<file path="config.mk">
export PLATFORM = sky130hd
export DESIGN_NAME = ead_area_regmap
export DESIGN_NICKNAME = d
export VERILOG_FILES = /design/src/verilog/ead_pkg.sv /design/src/verilog/ead_area_decode.sv /design/src/verilog/ead_area_regmap.sv
export VERILOG_INCLUDE_DIRS = /design/src /design/src/verilog
export SDC_FILE = /design/constraint.sdc
export NUM_CORES = 1
export LEC_CHECK = 0
export BUFFER_PORTS_ARGS = -buffer_cell sky130_fd_sc_hd__buf_2
export CAP_MARGIN = 20
export CORE_MARGIN = 3
export CORE_UTILIZATION = 63
export CTS_BUF_LIST = sky130_fd_sc_hd__clkbuf_4
export DETAILED_ROUTE_END_ITERATION = 12
export PLACE_DENSITY = 0.88
export SYNTH_ARGS = -nofsm -noshare
export SYNTH_HDL_FRONTEND = slang
export SYNTH_SLANG_ARGS = --single-unit
</file>
<file path="constraint.sdc">
create_clock -name REF_CLK -period 5.7 [get_ports REF_CLK]
set_input_delay 0.285 -clock REF_CLK [delete_from_list [all_inputs] [get_ports REF_CLK]]
set_output_delay 0.285 -clock REF_CLK [all_outputs]
set_load 0.05 [all_outputs]
</file>
<file path="src/verilog/ead_defines.svh">
/*
 Offsets, field positions, reset values and pin codes of the external area
 decoder and its control register map.
 Assumes a word-addressed Avalon-MM slave port: each register offset is a word
 index, so the byte address is four times the index.
*/
`ifndef EAD_DEFINES_SVH
`define EAD_DEFINES_SVH

// Register word indices
`define EAD_IDX_BUS_CTRL_ONE 32'hFFFFFF60
`define EAD_IDX_BUS_CTRL_TWO 32'hFFFFFF62
`define EAD_IDX_WAIT_CTRL_ONE 32'h0FFFFF64
`define EAD_IDX_WAIT_CTRL_TWO 32'hFFFFFF66
`define EAD_IDX_PER_MEM_CTRL 32'h0FFFFF68
`define EAD_IDX_DYN_MEM_CTRL 32'h0FFFFF6A
`define EAD_IDX_CARD_IF_CTRL 32'hFFFFFF6C
`define EAD_IDX_REFR_CSR 32'h0FFFFF6E
`define EAD_IDX_REFR_COUNT 32'hFFFFFF70
`define EAD_IDX_REFR_CONST 32'hFFFFFF72
`define EAD_IDX_REFR_TALLY 32'hFFFFFF74
// Read-only block status word
`define EAD_IDX_STATUS 32'hFFFFFF7E
// Write-only synchronous memory mode windows (inclusive ranges)
`define EAD_IDX_SYNC_TWO_LO 32'hFFFFD000
`define EAD_IDX_SYNC_TWO_HI 32'hFFFFDFFF
`define EAD_IDX_SYNC_THREE_LO 32'hFFFFE000
`define EAD_IDX_SYNC_THREE_HI 32'hFFFFEFFF

// Power-on values
`define EAD_RST_BUS_CTRL_ONE 16'h0000
`define EAD_RST_BUS_CTRL_TWO 16'h3FFC
`define EAD_RST_WAIT_CTRL_ONE 16'h3FFF
`define EAD_RST_WAIT_CTRL_TWO 16'hFFFF
`define EAD_RST_ZERO 16'h0000

// Bus control one fields
`define EAD_BC1_AREA6_CARD 0
`define EAD_BC1_AREA5_CARD 1
`define EAD_BC1_DYNTYPE_LSB 2
`define EAD_BC1_DYNTYPE_MSB 4
// Dynamic type codes: area 3 dynamic from LOW through BOTH, area 2 as well at BOTH
`define EAD_DYNTYPE_AREA3_LOW 3'h2
`define EAD_DYNTYPE_BOTH 3'h5

// Area 0 width strap codes {high pin, low pin}
`define EAD_WIDTH_RESERVED 2'h0
`define EAD_WIDTH_8 2'h1
`define EAD_WIDTH_16 2'h2
`define EAD_WIDTH_32 2'h3

`endif

</file>
<file path="src/verilog/ead_pkg.sv">
/*
 Types shared by the external area decoder files.
 Assumes ead_defines.svh carries every number.
*/
`default_nettype none
package ead_pkg;

   // Area code taken from address bits 28..26
   typedef enum logic [2:0]
   {
      EAD_AREA_0 = 3'b000,
      EAD_AREA_1 = 3'b001,
      EAD_AREA_2 = 3'b010,
      EAD_AREA_3 = 3'b011,
      EAD_AREA_4 = 3'b100,
      EAD_AREA_5 = 3'b101,
      EAD_AREA_6 = 3'b110,
      EAD_AREA_RSVD = 3'b111
   } ead_area_t;

   // Seven external area selects, bit k for area k
   typedef logic [6:0] ead_selects_t;

endpackage : ead_pkg

`default_nettype wire

</file>
<file path="src/verilog/ead_area_decode.sv">
/*
 Combinational area decode: next values of the area selects, the dynamic
 memory strobes and the card-enable strobes for the access now presented.
 Assumes the caller registers every output and supplies configuration bits.
*/
`timescale 1ns/1ps
`default_nettype none

module ead_area_decode
#(
   parameter int NUM_AREAS = 7
)
(
   // Access presented by the processor
   input wire logic req,
   input wire ead_pkg::ead_area_t area,
   input wire logic write,
   input wire logic [3:0] byte_en,
   // Configuration
   input wire logic dyn_area2,
   input wire logic dyn_area3,
   input wire logic card_area5,
   input wire logic card_area6,
   // Next output values
   output ead_pkg::ead_selects_t sel_n_next,
   output logic ras_n_next,
   output logic cas_n_next,
   output logic rd_wr_next,
   output logic [3:0] dqm_n_next,
   output logic ce2_first_n_next,
   output logic ce2_second_n_next
);
   import ead_pkg::*;

   // Elaboration refuses any other area count
   if (NUM_AREAS != 7)
   begin : g_bad_areas
      $error("ead_area_decode serves exactly seven external areas");
   end

   logic dyn_hit; // Access lands in a dynamic-memory area
   logic odd_lane; // Upper byte of a halfword is being accessed

   // One select per area; the reserved code matches none of them
   genvar k;
   generate
      for (k = 0; k < NUM_AREAS; k++)
      begin : g_sel
         assign sel_n_next[k] = ~(req && (area == ead_area_t'(k)));
      end
   endgenerate

   assign dyn_hit = req && (((area == EAD_AREA_2) && dyn_area2) ||
                            ((area == EAD_AREA_3) && dyn_area3));
   // Second card enable covers the odd byte lanes
   assign odd_lane = byte_en[1] | byte_en[3];

   // Memory strobes stay idle outside dynamic areas
   always_comb
   begin
      ras_n_next = ~dyn_hit;
      cas_n_next = ~dyn_hit;
      rd_wr_next = ~(dyn_hit && write);
      dqm_n_next = dyn_hit ? ~byte_en : 4'hF;
      ce2_first_n_next = ~(req && card_area5 && (area == EAD_AREA_5) && odd_lane);
      ce2_second_n_next = ~(req && card_area6 && (area == EAD_AREA_6) && odd_lane);
   end

endmodule : ead_area_decode

`default_nettype wire

</file>
<file path="src/verilog/ead_area_regmap.sv">
/*
 Top of the external area decoder: registered area selects and memory
 strobes, the eleven control registers, the write-only synchronous memory
 mode settings and the area 0 width strap, behind an Avalon-MM slave.
 Assumes RST_N is the power-on reset, synchronous to REF_CLK, and that the
 access request comes from logic on REF_CLK.
*/
// Notes on behaviour
// Physical space 29 bits, eight areas
// One active-low select per external area
// Area k access asserts select k only
// Dynamic areas 2/3 also drive memory strobes
// Card areas 5/6 drive second card enable
// Shadow copies decode same as base range
// Accessor must avoid reserved area 7
// Eleven 16-bit readable writable control registers
// Initial values loaded only at power-on
// Mode setting write-only, 8 bits, two windows
// Area from bits 28..26, ignore 31..29
// Area 0 width from two mode pins
// No select active outside bus cycles
`timescale 1ns/1ps
`default_nettype none
`include "ead_defines.svh"

module ead_area_regmap
#(
   parameter int NUM_REGS = 11
)
(
   // Clock and power-on reset
   input wire logic REF_CLK,
   input wire logic RST_N,
   // Processor physical access
   input wire logic ACCESS_REQ,
   input wire logic [31:0] ACCESS_ADDR,
   input wire logic ACCESS_WRITE,
   input wire logic [3:0] ACCESS_BYTE_EN,
   // Avalon-MM register slave, word addressed
   input wire logic [31:0] AVS_ADDRESS,
   input wire logic AVS_READ,
   input wire logic AVS_WRITE,
   input wire logic [31:0] AVS_WRITEDATA,
   input wire logic [3:0] AVS_BYTEENABLE,
   output logic [31:0] AVS_READDATA,
   output logic AVS_WAITREQUEST,
   // Area selects and dynamic memory strobes
   output ead_pkg::ead_selects_t AREA_SELECTS_N,
   output logic ROW_STROBE_N,
   output logic COL_STROBE_N,
   output logic RD_WR,
   output logic [3:0] DATA_MASK_N,
   // Shared mode-pin / card-enable pins
   input wire logic WIDTH_MODE_PIN_LOW_IN,
   output logic CARD_ENABLE2_FIRST_N,
   output logic CARD_ENABLE2_FIRST_OE,
   input wire logic WIDTH_MODE_PIN_HIGH_IN,
   output logic CARD_ENABLE2_SECOND_N,
   output logic CARD_ENABLE2_SECOND_OE,
   // Captured settings
   output logic [1:0] AREA0_WIDTH,
   output logic [7:0] SYNC_MODE_AREA_TWO,
   output logic [7:0] SYNC_MODE_AREA_THREE
);
   import ead_pkg::*;

   if (NUM_REGS != 11)
   begin : g_bad_regs
      $error("ead_area_regmap holds exactly eleven control registers");
   end

   // Register slots, in decode order
   localparam logic [3:0] SLOT_BUS1 = 4'h0;
   localparam logic [3:0] SLOT_SYNC2 = 4'hB;
   localparam logic [3:0] SLOT_SYNC3 = 4'hC;
   localparam logic [3:0] SLOT_STATUS = 4'hD;
   localparam logic [3:0] SLOT_NONE = 4'hF;
   localparam logic [15:0] RESET_VALS [0:10] = '{
      `EAD_RST_BUS_CTRL_ONE, `EAD_RST_BUS_CTRL_TWO, `EAD_RST_WAIT_CTRL_ONE,
      `EAD_RST_WAIT_CTRL_TWO, `EAD_RST_ZERO, `EAD_RST_ZERO, `EAD_RST_ZERO,
      `EAD_RST_ZERO, `EAD_RST_ZERO, `EAD_RST_ZERO, `EAD_RST_ZERO};

   logic [15:0] ctrl_reg [0:10]; // Control registers
   logic [7:0] sync_two_reg; // Mode setting, area 2 window
   logic [7:0] sync_three_reg; // Mode setting, area 3 window
   logic ack_reg; // Bus answer phase
   logic [31:0] rdata_reg; // Read data, valid in the answer phase
   logic [3:0] slot; // Decoded register slot
   logic bus_req; // Read or write pending
   logic wr_take; // Write takes effect at this edge
   logic [1:0] pin_meta_reg; // First synchroniser stage for both mode pins
   logic [1:0] pin_sync_reg; // Second stage
   logic strap_done_reg; // Width captured since reset release
   logic [1:0] width_reg; // Area 0 width code
   ead_area_t area; // Area of the access presented
   ead_area_t last_area_reg; // Area of the last access
   logic dyn2, dyn3, card5, card6; // Configuration decoded from bus control one
   logic [2:0] dyn_type; // Dynamic memory type field
   ead_selects_t sel_n_next;
   logic ras_n_next, cas_n_next, rd_wr_next, card_enable2_first_n_n_next, card_enable2_second_n_n_next;
   logic [3:0] dqm_n_next;

   // Word-index decode; unmapped indices fall to SLOT_NONE
   function automatic logic [3:0] slot_of(input logic [31:0] idx);
      logic [3:0] s;
      s = SLOT_NONE;
      case (idx)
         `EAD_IDX_BUS_CTRL_ONE: s = 4'h0;
         `EAD_IDX_BUS_CTRL_TWO: s = 4'h1;
         `EAD_IDX_WAIT_CTRL_ONE: s = 4'h2;
         `EAD_IDX_WAIT_CTRL_TWO: s = 4'h3;
         `EAD_IDX_PER_MEM_CTRL: s = 4'h4;
         `EAD_IDX_DYN_MEM_CTRL: s = 4'h5;
         `EAD_IDX_CARD_IF_CTRL: s = 4'h6;
         `EAD_IDX_REFR_CSR: s = 4'h7;
         `EAD_IDX_REFR_COUNT: s = 4'h8;
         `EAD_IDX_REFR_CONST: s = 4'h9;
         `EAD_IDX_REFR_TALLY: s = 4'hA;
         `EAD_IDX_STATUS: s = SLOT_STATUS;
         default:
         begin
            if (idx >= `EAD_IDX_SYNC_TWO_LO && idx <= `EAD_IDX_SYNC_TWO_HI)
               s = SLOT_SYNC2;
            else if (idx >= `EAD_IDX_SYNC_THREE_LO && idx <= `EAD_IDX_SYNC_THREE_HI)
               s = SLOT_SYNC3;
         end
      endcase
      return s;
   endfunction : slot_of

   assign slot = slot_of(AVS_ADDRESS);
   assign bus_req = AVS_READ | AVS_WRITE;
   // One wait cycle, so decode never sits on the read-data path
   assign AVS_WAITREQUEST = bus_req & ~ack_reg;
   assign wr_take = AVS_WRITE & ack_reg;
   assign AVS_READDATA = rdata_reg;

   // Answer phase toggles in for one cycle per request
   always_ff @(posedge REF_CLK)
   begin
      if (!RST_N)
         ack_reg <= 1'b0;
      else
         ack_reg <= bus_req & ~ack_reg;
   end

   // Read data latched in the wait cycle; write-only and unmapped read zero
   always_ff @(posedge REF_CLK)
   begin
      if (!RST_N)
         rdata_reg <= 32'h0000_0000;
      else if (AVS_READ && !ack_reg)
      begin
         if (slot < SLOT_SYNC2)
            rdata_reg <= {16'h0000, ctrl_reg[slot]};
         else if (slot == SLOT_STATUS)
            rdata_reg <= {26'h000_0000, strap_done_reg, last_area_reg, width_reg};
         else
            rdata_reg <= 32'h0000_0000;
      end
   end

   // Control registers; power-on reset is the only path to initial values
   genvar i;
   generate
      for (i = 0; i < NUM_REGS; i++)
      begin : g_ctrl
         always_ff @(posedge REF_CLK)
         begin
            if (!RST_N)
               ctrl_reg[i] <= RESET_VALS[i];
            else if (wr_take && slot == 4'(i))
            begin
               if (AVS_BYTEENABLE[0])
                  ctrl_reg[i][7:0] <= AVS_WRITEDATA[7:0];
               if (AVS_BYTEENABLE[1])
                  ctrl_reg[i][15:8] <= AVS_WRITEDATA[15:8];
            end
         end
      end
   endgenerate

   // Write-only mode settings; no documented initial value, cleared anyway
   always_ff @(posedge REF_CLK)
   begin
      if (!RST_N)
      begin
         sync_two_reg <= 8'h00;
         sync_three_reg <= 8'h00;
      end
      else if (wr_take && AVS_BYTEENABLE[0])
      begin
         if (slot == SLOT_SYNC2)
            sync_two_reg <= AVS_WRITEDATA[7:0];
         if (slot == SLOT_SYNC3)
            sync_three_reg <= AVS_WRITEDATA[7:0];
      end
   end
   assign SYNC_MODE_AREA_TWO = sync_two_reg;
   assign SYNC_MODE_AREA_THREE = sync_three_reg;

   // Mode pins are asynchronous: two flops before anything reads them
   always_ff @(posedge REF_CLK)
   begin
      pin_meta_reg <= {WIDTH_MODE_PIN_HIGH_IN, WIDTH_MODE_PIN_LOW_IN};
      pin_sync_reg <= pin_meta_reg;
   end

   // Strap caught once, in the first cycle after reset release
   always_ff @(posedge REF_CLK)
   begin
      if (!RST_N)
      begin
         strap_done_reg <= 1'b0;
         width_reg <= `EAD_WIDTH_RESERVED;
      end
      else if (!strap_done_reg)
      begin
         strap_done_reg <= 1'b1;
         width_reg <= pin_sync_reg;
      end
   end
   assign AREA0_WIDTH = width_reg;

   // Configuration from bus control one
   assign dyn_type = ctrl_reg[SLOT_BUS1][`EAD_BC1_DYNTYPE_MSB:`EAD_BC1_DYNTYPE_LSB];
   assign dyn3 = (dyn_type >= `EAD_DYNTYPE_AREA3_LOW) && (dyn_type <= `EAD_DYNTYPE_BOTH);
   assign dyn2 = (dyn_type == `EAD_DYNTYPE_BOTH);
   assign card5 = ctrl_reg[SLOT_BUS1][`EAD_BC1_AREA5_CARD];
   assign card6 = ctrl_reg[SLOT_BUS1][`EAD_BC1_AREA6_CARD];
   // Shared pins turn to outputs only in card mode, so the strap is read first
   assign CARD_ENABLE2_FIRST_OE = card5;
   assign CARD_ENABLE2_SECOND_OE = card6;

   // Bits 31..29 never reach the decode, so shadows alias the base range
   assign area = ead_area_t'(ACCESS_ADDR[28:26]);

   ead_area_decode #(.NUM_AREAS(7)) u_decode
   (
      .req(ACCESS_REQ),
      .area(area),
      .write(ACCESS_WRITE),
      .byte_en(ACCESS_BYTE_EN),
      .dyn_area2(dyn2),
      .dyn_area3(dyn3),
      .card_area5(card5),
      .card_area6(card6),
      .sel_n_next(sel_n_next),
      .ras_n_next(ras_n_next),
      .cas_n_next(cas_n_next),
      .rd_wr_next(rd_wr_next),
      .dqm_n_next(dqm_n_next),
      .ce2_first_n_next(card_enable2_first_n_n_next),
      .ce2_second_n_next(card_enable2_second_n_n_next)
   );

   // Pin outputs registered one cycle after the request; idle when reset
   always_ff @(posedge REF_CLK)
   begin
      if (!RST_N)
      begin
         AREA_SELECTS_N <= 7'h7F;
         ROW_STROBE_N <= 1'b1;
         COL_STROBE_N <= 1'b1;
         RD_WR <= 1'b1;
         DATA_MASK_N <= 4'hF;
         CARD_ENABLE2_FIRST_N <= 1'b1;
         CARD_ENABLE2_SECOND_N <= 1'b1;
      end
      else
      begin
         AREA_SELECTS_N <= sel_n_next;
         ROW_STROBE_N <= ras_n_next;
         COL_STROBE_N <= cas_n_next;
         RD_WR <= rd_wr_next;
         DATA_MASK_N <= dqm_n_next;
         CARD_ENABLE2_FIRST_N <= card_enable2_first_n_n_next;
         CARD_ENABLE2_SECOND_N <= card_enable2_second_n_n_next;
      end
   end

   // Last area seen, reported in the status word
   always_ff @(posedge REF_CLK)
   begin
      if (!RST_N)
         last_area_reg <= EAD_AREA_0;
      else if (ACCESS_REQ)
         last_area_reg <= area;
   end
endmodule : ead_area_regmap

`default_nettype wire

</file>
==> flow_summary_export.csv, run 1 <==
group,metric,value,unit
outcome,status,"complete, no violations",
floorplanning,num_io_pins,181,
pwr,powerDensity,265,nW/µm²
place,portBuffers,117,
global_route,gr-total-overflow,0,
pwr,leakage,5.04,nW
timing,setup_viol,0,
pwr,irDropWorstVdd,0.137,mV
clock_tree,cts_root_buf,"clkbuf_4",
synthesis,syn_avg_cell_area,11.4,µm²
global_route,grt_pass1_vias,8730,
timing,slew_viol_final,0,
floorplanning,fp.dieH,139,µm
synthesis,synth_flop_cell,"edfxtp_1",
final_layout,syn_to_final_growth,14.4,%
critical_path,setup.worst_path.start_class,"input port",
final_layout,finish.utilization,73.7,%
place,place.gp.congestion,0.950,
clock_tree,cts_resized,0,
floorplanning,fp.coreArea,17400,µm²
timing,fin_crit_sh,58.9,%
clock_tree,cts_setup_buffers,0,
drt,drt_iter0_markers,1315,
global_route,antenna_found_initial,5,
clock_tree,holdBufCountCts,14,
clock_tree,clk_latency,660,ps
global_route,grt_usage,30.6,%
drt,wirelength,30.4,mm
final_layout,fillers,1104,
synthesis,async_flop_share,0,%
final_layout,multi_input_area,4310,µm²
clock_tree,cts.clk_slew.worst_paths,70,ps
synthesis,synthSimpleGateAreaFrac,21.9,%
critical_path,setup.worst_path.end_class,"flip-flop",
floorplanning,start_util,64.4,%
timing,worst_pin_slew,1100,ps
global_route,met3_usage,7.63,%
synthesis,synth_top_area_share,47.3,%
synthesis,synth_compound_area_share,13.5,%
drt,wire_per_inst,21.7,µm
synthesis,synth_top_family_by_area,"simple AND/OR/NAND/NOR gates",
synthesis,synth_most_common_cell,"edfxtp_1",
timing,fmax,0.298,GHz
synthesis,yosys-top-cells-area,"edfxtp_1, dfxtp_1, and2_1",
min_path,holdCritPathClass,"input port to flip-flop",
drt,ant_nets,0,
timing,hold_viol_final,0,
clock_tree,cts_tree,"built",
timing,tns,0,ps
floorplanning,rows,48,
critical_path,worstSetupPathType,"input port to flip-flop",
clock_tree,cts.sinks,234,
synthesis,synth_area,11200,µm²
timing,rsz0062_at_grt,"no",
synthesis,synth.distinct_cells,77,
flow_run,max_cap_viol_count,0,
drt,num_vias,9058,
critical_path,worstPathArrival,3670,ps
synthesis,synth_edf_count,176,
final_layout,regArea,6450,µm²
global_route,grt_use_met1,41.1,%
synthesis,synthMuxAreaShare,2.07,%
pwr,p_switching,0.818,mW
global_route,grt_max_degree,60,
synthesis,yosysWarnings,0,
pwr,swShare,24.2,%
synthesis,ys_top_cells_by_count,"edfxtp_1, and2_1, and3_1, nand2_1, clkbuf_1",
critical_path,required,6020,ps
critical_path,crit_fanout,23,
clock_tree,clockBufferDepth,3,
global_route,grt_use_met2,48.4,%
pwr,intPower,2.57,mW
synthesis,synthAdderAreaFrac,0,%
final_layout,largest_reg_flops,176,
synthesis,yosys_register_bits,234,
final_layout,fin_nets,1239,
global_route,busiest_layer,"met2",
timing,post-route-min-period,3360,ps
final_layout,drive_above_1_share,23.4,%
synthesis,ys_seq_area_share,57.7,%
global_route,grt_pass1_wl,47.1,mm
clock_tree,cts_buffers,55,
floorplanning,die_area,19400,µm²
synthesis,netlist_instances,980,
drt,vias_per_cell,6.47,
pwr,p_clk_share,37.7,%
clock_tree,htreeDepth,2,
floorplanning,die_w,139,µm
timing,skew,42.1,ps
drt,post-route-drc-count,0,
timing,max_slew_margin,26.5,%
synthesis,synth_top_area_cell,"edfxtp_1",
pwr,combPwrFrac,6.1,%
synthesis,post_synth_xor_area_fraction,0.392,%
drt,dr.pass1.iters,6,
pwr,pwr-share-seq,56.3,%
place,dp_hpwl,19.9,mm
==> cell families (layout without fill, tap and decap cells) <==
logic type,Yosys count,count (layout)
compound gates,203,203
flops,234,234
xor+xnor,5,5
buf+inv,107,285
mux,23,23
other cells,1,19
simple gates,407,407
==> metal layers <==
layer	vias to the layer above	part of all wire, %
met5	-	0.069
li1	4015	-
met2	673	47
met1	4260	36
met3	106	13
met4	4	3.6
==> layout make-up <==
class	instances	area share, %
Timing Repair Buffer	167	7.88
Tap cell	225	2.20
Clock buffer	76	4.46
Multi-Input combinational cell	654	33.7
Clock inverter	27	0.861
Inverter	15	0.440
Antenna cell	3	0.0587
Sequential cell	234	50.4
==> path summary, 6_finish.rpt <==
kind | slack, ps | depth (start not counted) | to | start
hold reg to reg | 340 | 0 | pin_sync_reg[1] | pin_meta_reg[1]
setup reg to reg | 3070 | 5 | ctrl_reg[0][6] | ack_reg
setup / recovery | 2340 | 9 | ctrl_reg[0][10] | AVS_ADDRESS[17]
hold / removal | 90 | 2 | ctrl_reg[10][14] | AVS_WRITEDATA[14]
==> worst max-delay path, cell delays in order <==
cell and delay, ps:
buf_2 90, nand4_1 230, nor4_1 690, o211ai_1 250, a21o_1 550, o31ai_4 720, nand2_1 200, o21ai_0 360
buf_2 280
==> power by group through the flow <==
| stage | combinational [mW] | clock (mW) | sequential, mW |
|---|---|---|---|
| final | 0.205 | 1.27 | 1.90 |
| after global routing | 0.217 | 1.38 | 1.91 |
| after CTS | 0.198 | 1.27 | 1.90 |
| after detailed placement | 0.190 | 0 | 1.94 |
| after global placement | 0.186 | 0 | 1.94 |
| after floorplan | 0.115 | 0 | 1.95 |
==> stage by stage <==
stage                     hold WS (ps)  power, mW  instance area, µm²  std cells  setup slack [ps]
final                             88.6       3.38               12800       1401              2340
after global routing              67.0       3.50               12800       1400              2180
after CTS                         50.1       3.38               12700       1394              2470
after detailed placement           315       2.13               11900       1277              1830
after global placement             312       2.12               11900       1275              1440
after floorplan                    310       2.06               11200        995              2570
==> cell usage in the layout, fill, tap and decap left out, types with 18 or more instances in the layout <==
cell type / netlist / final
and2_1: 79 / 79
and3_1: 74 / 74
o21ai_0: 39 / 39
nor2_1: 32 / 32
buf_4: 18 / 30
a21oi_1: 21 / 21
nand3_1: 30 / 30
or3_1: 44 / 44
nand2_1: 63 / 63
mux2i_1: 22 / 22
clkbuf_4: 0 / 78
clkinv_1: 0 / 23
edfxtp_1: 176 / 176
nor2b_1: 24 / 23
dfxtp_1: 58 / 58
buf_2: 11 / 120
a22o_1: 18 / 18
o22ai_1: 31 / 30
Note: power is estimated with default switching activity, not from simulation.
==> run 2: changes to the inputs <==
--- a/config.mk
+++ b/config.mk
@@ -9,10 +9,10 @@
 export BUFFER_PORTS_ARGS = -buffer_cell sky130_fd_sc_hd__buf_2
 export CAP_MARGIN = 20
 export CORE_MARGIN = 3
-export CORE_UTILIZATION = 63
+export CORE_UTILIZATION = 59
 export CTS_BUF_LIST = sky130_fd_sc_hd__clkbuf_4
 export DETAILED_ROUTE_END_ITERATION = 12
-export PLACE_DENSITY = 0.88
+export PLACE_DENSITY = 0.83
 export SYNTH_ARGS = -nofsm -noshare
 export SYNTH_HDL_FRONTEND = slang
 export SYNTH_SLANG_ARGS = --single-unit
==> constraint.sdc (replaced) <==
create_clock -name REF_CLK -period 3.2 [get_ports REF_CLK]
set_input_delay 0.16 -clock REF_CLK [delete_from_list [all_inputs] [get_ports REF_CLK]]
set_output_delay 0.16 -clock REF_CLK [all_outputs]
set_load 0.05 [all_outputs]
==> run 2 against run 1 <==
- final cell count is 3.4% higher
- setup slack worse by 1600 ps
- die area is 6.5% higher
- count of clock-buffer cells in the layout is 18 higher
- via count is 1.1% higher
- first-iteration DRC count is 17% lower
- combinational power is 90% higher
- final area is 3.6% higher
- worst hold slack better by 18 ps
- wire length is 3.1% higher
- global-route usage is 0.46 points lower
- sequential power is 78% higher
- highest routed layer is now met4
==> flow_summary_export.csv, run 2 (synthesis results as in run 1) <==
group,metric,value,unit
outcome,status,"complete, no violations",
floorplanning,die_w,144,µm
global_route,gr-total-overflow,0,
final_layout,drive_above_1_share,25.7,%
floorplanning,rows,49,
timing,rsz0062_at_grt,"no",
pwr,leakage,5.29,nW
timing,skew,32.9,ps
global_route,grt_pass1_vias,8822,
drt,vias_per_cell,6.32,
clock_tree,clockBufferDepth,3,
place,place.gp.congestion,0.987,
drt,drt_iter0_markers,1089,
timing,tns,0,ps
timing,worst_pin_slew,908,ps
timing,timing.hold.ws,106,ps
final_layout,final_cell_mix,"edfxtp_1, buf_2, clkbuf_4",
flow_run,max_cap_viol_count,0,
place,dp_hpwl,20.7,mm
final_layout,fin_nets,1285,
final_layout,largest_reg_flops,176,
floorplanning,num_io_pins,181,
final_layout,syn_to_final_growth,18.6,%
global_route,antenna_found_initial,1,
critical_path,worstPathArrival,2970,ps
drt,num_vias,9157,
pwr,powerDensity,471,nW/µm²
clock_tree,cts_root_buf,"clkbuf_4",
min_path,holdCritPathClass,"input port to flip-flop",
floorplanning,fp.coreArea,18300,µm²
timing,setup_viol,0,
global_route,grt_max_degree,41,
timing,hold_viol_final,0,
clock_tree,cts_buffers,55,
clock_tree,clk_latency,670,ps
critical_path,setup.worst_path.start_class,"input port",
final_layout,layout_commonest_cell,"edfxtp_1",
clock_tree,cts_tree,"built",
pwr,irDropWorstVdd,0.187,mV
drt,wire_per_inst,21.6,µm
timing,post-route-min-period,2450,ps
timing,fmax,0.409,GHz
critical_path,setup.worst_path.end_class,"flip-flop",
clock_tree,cts_resized,0,
timing,max_slew_margin,38.7,%
floorplanning,start_util,61.2,%
clock_tree,cts.sinks,234,
place,portBuffers,117,
final_layout,fillers,1224,
drt,post-route-drc-count,0,
floorplanning,fp.dieH,144,µm
drt,ant_nets,0,
timing,fin_crit_sh,76.5,%
drt,dr.pass1.iters,7,
timing,slew_viol_final,0,
global_route,grt_usage,30.1,%
clock_tree,cts.clk_slew.worst_paths,70,ps
critical_path,crit_fanout,9,
critical_path,required,3730,ps
critical_path,worstSetupPathType,"input port to flip-flop",
global_route,grt_pass1_wl,47.8,mm
floorplanning,die_area,20600,µm²
clock_tree,htreeDepth,2,
drt,wirelength,31.3,mm
run 2: metrics by stage:
stage | instances | power, mW | cell area, µm² | util, % | setup WS [ps]
5_1_grt | 1448 | 6.48 | 13300 | 72.5 | 575
2_1_floorplan | 995 | 3.67 | 11200 | - | 190
6_report | 1448 | 6.24 | 13300 | 72.5 | 753
4_1_cts | 1447 | 6.24 | 13300 | 72.5 | 874
3_5_place_dp | 1307 | 3.81 | 12100 | 66.4 | 233
3_3_place_gp | 1307 | 3.79 | 12100 | 66.4 | 265
run 2: final cells by class:
class / instances / area, µm² / area share (%)
Antenna cell: 1 / 2.50 / 0.0189
Clock buffer: 94 / 706 / 5.32
Clock inverter: 8 / 36.3 / 0.274
Inverter: 15 / 56.3 / 0.425
Multi-Input combinational cell: 654 / 4310 / 32.5
Sequential cell: 234 / 6450 / 48.6
Tap cell: 229 / 287 / 2.16
Timing Repair Buffer: 213 / 1410 / 10.7
run 2: worst max-delay path, stage by stage:
cell	delay, ps
buf_2	90
nand4_2	290
nor4_4	590
nand4_1	240
a2111oi_2	550
and2_1	280
nand2_1	260
o221ai_1	380
o31ai_1	120
run 2: timing repair:
item,CTS,global route
setup endpoints to repair,0,0
hold endpoints to repair,115,0
hold buffers,38,0
buffers inserted,0,0
run 2: final timing paths:
check	start	to	slack, ps	depth (start not counted)
max	AVS_ADDRESS[25]	AVS_READDATA[13]	750	9
min	AVS_BYTEENABLE[0]	SYNC_MODE_AREA_THREE[1]	110	4
max reg2reg	ack_reg	AVS_READDATA[3]	1090	8
min reg2reg	pin_meta_reg[0]	pin_sync_reg[0]	330	0
run 2: where the power goes:
group	switching, mW	internal, mW
combinational	0.265	0.124
clock	1.14	1.32
sequential	0.0385	3.36
total	1.45	4.79
run 2: per-layer routing:
| layer | track usage, % | share of wire [%] | vias to the layer above |
|---|---|---|---|
| met2 | 47.2 | 48 | 594 |
| met3 | 6.26 | 11 | 90 |
| met4 | 13.7 | 3.1 | 0 |
| li1 | - | - | 4100 |
| met1 | 40.9 | 39 | 4373 |
| met5 | 0 | 0 | - |
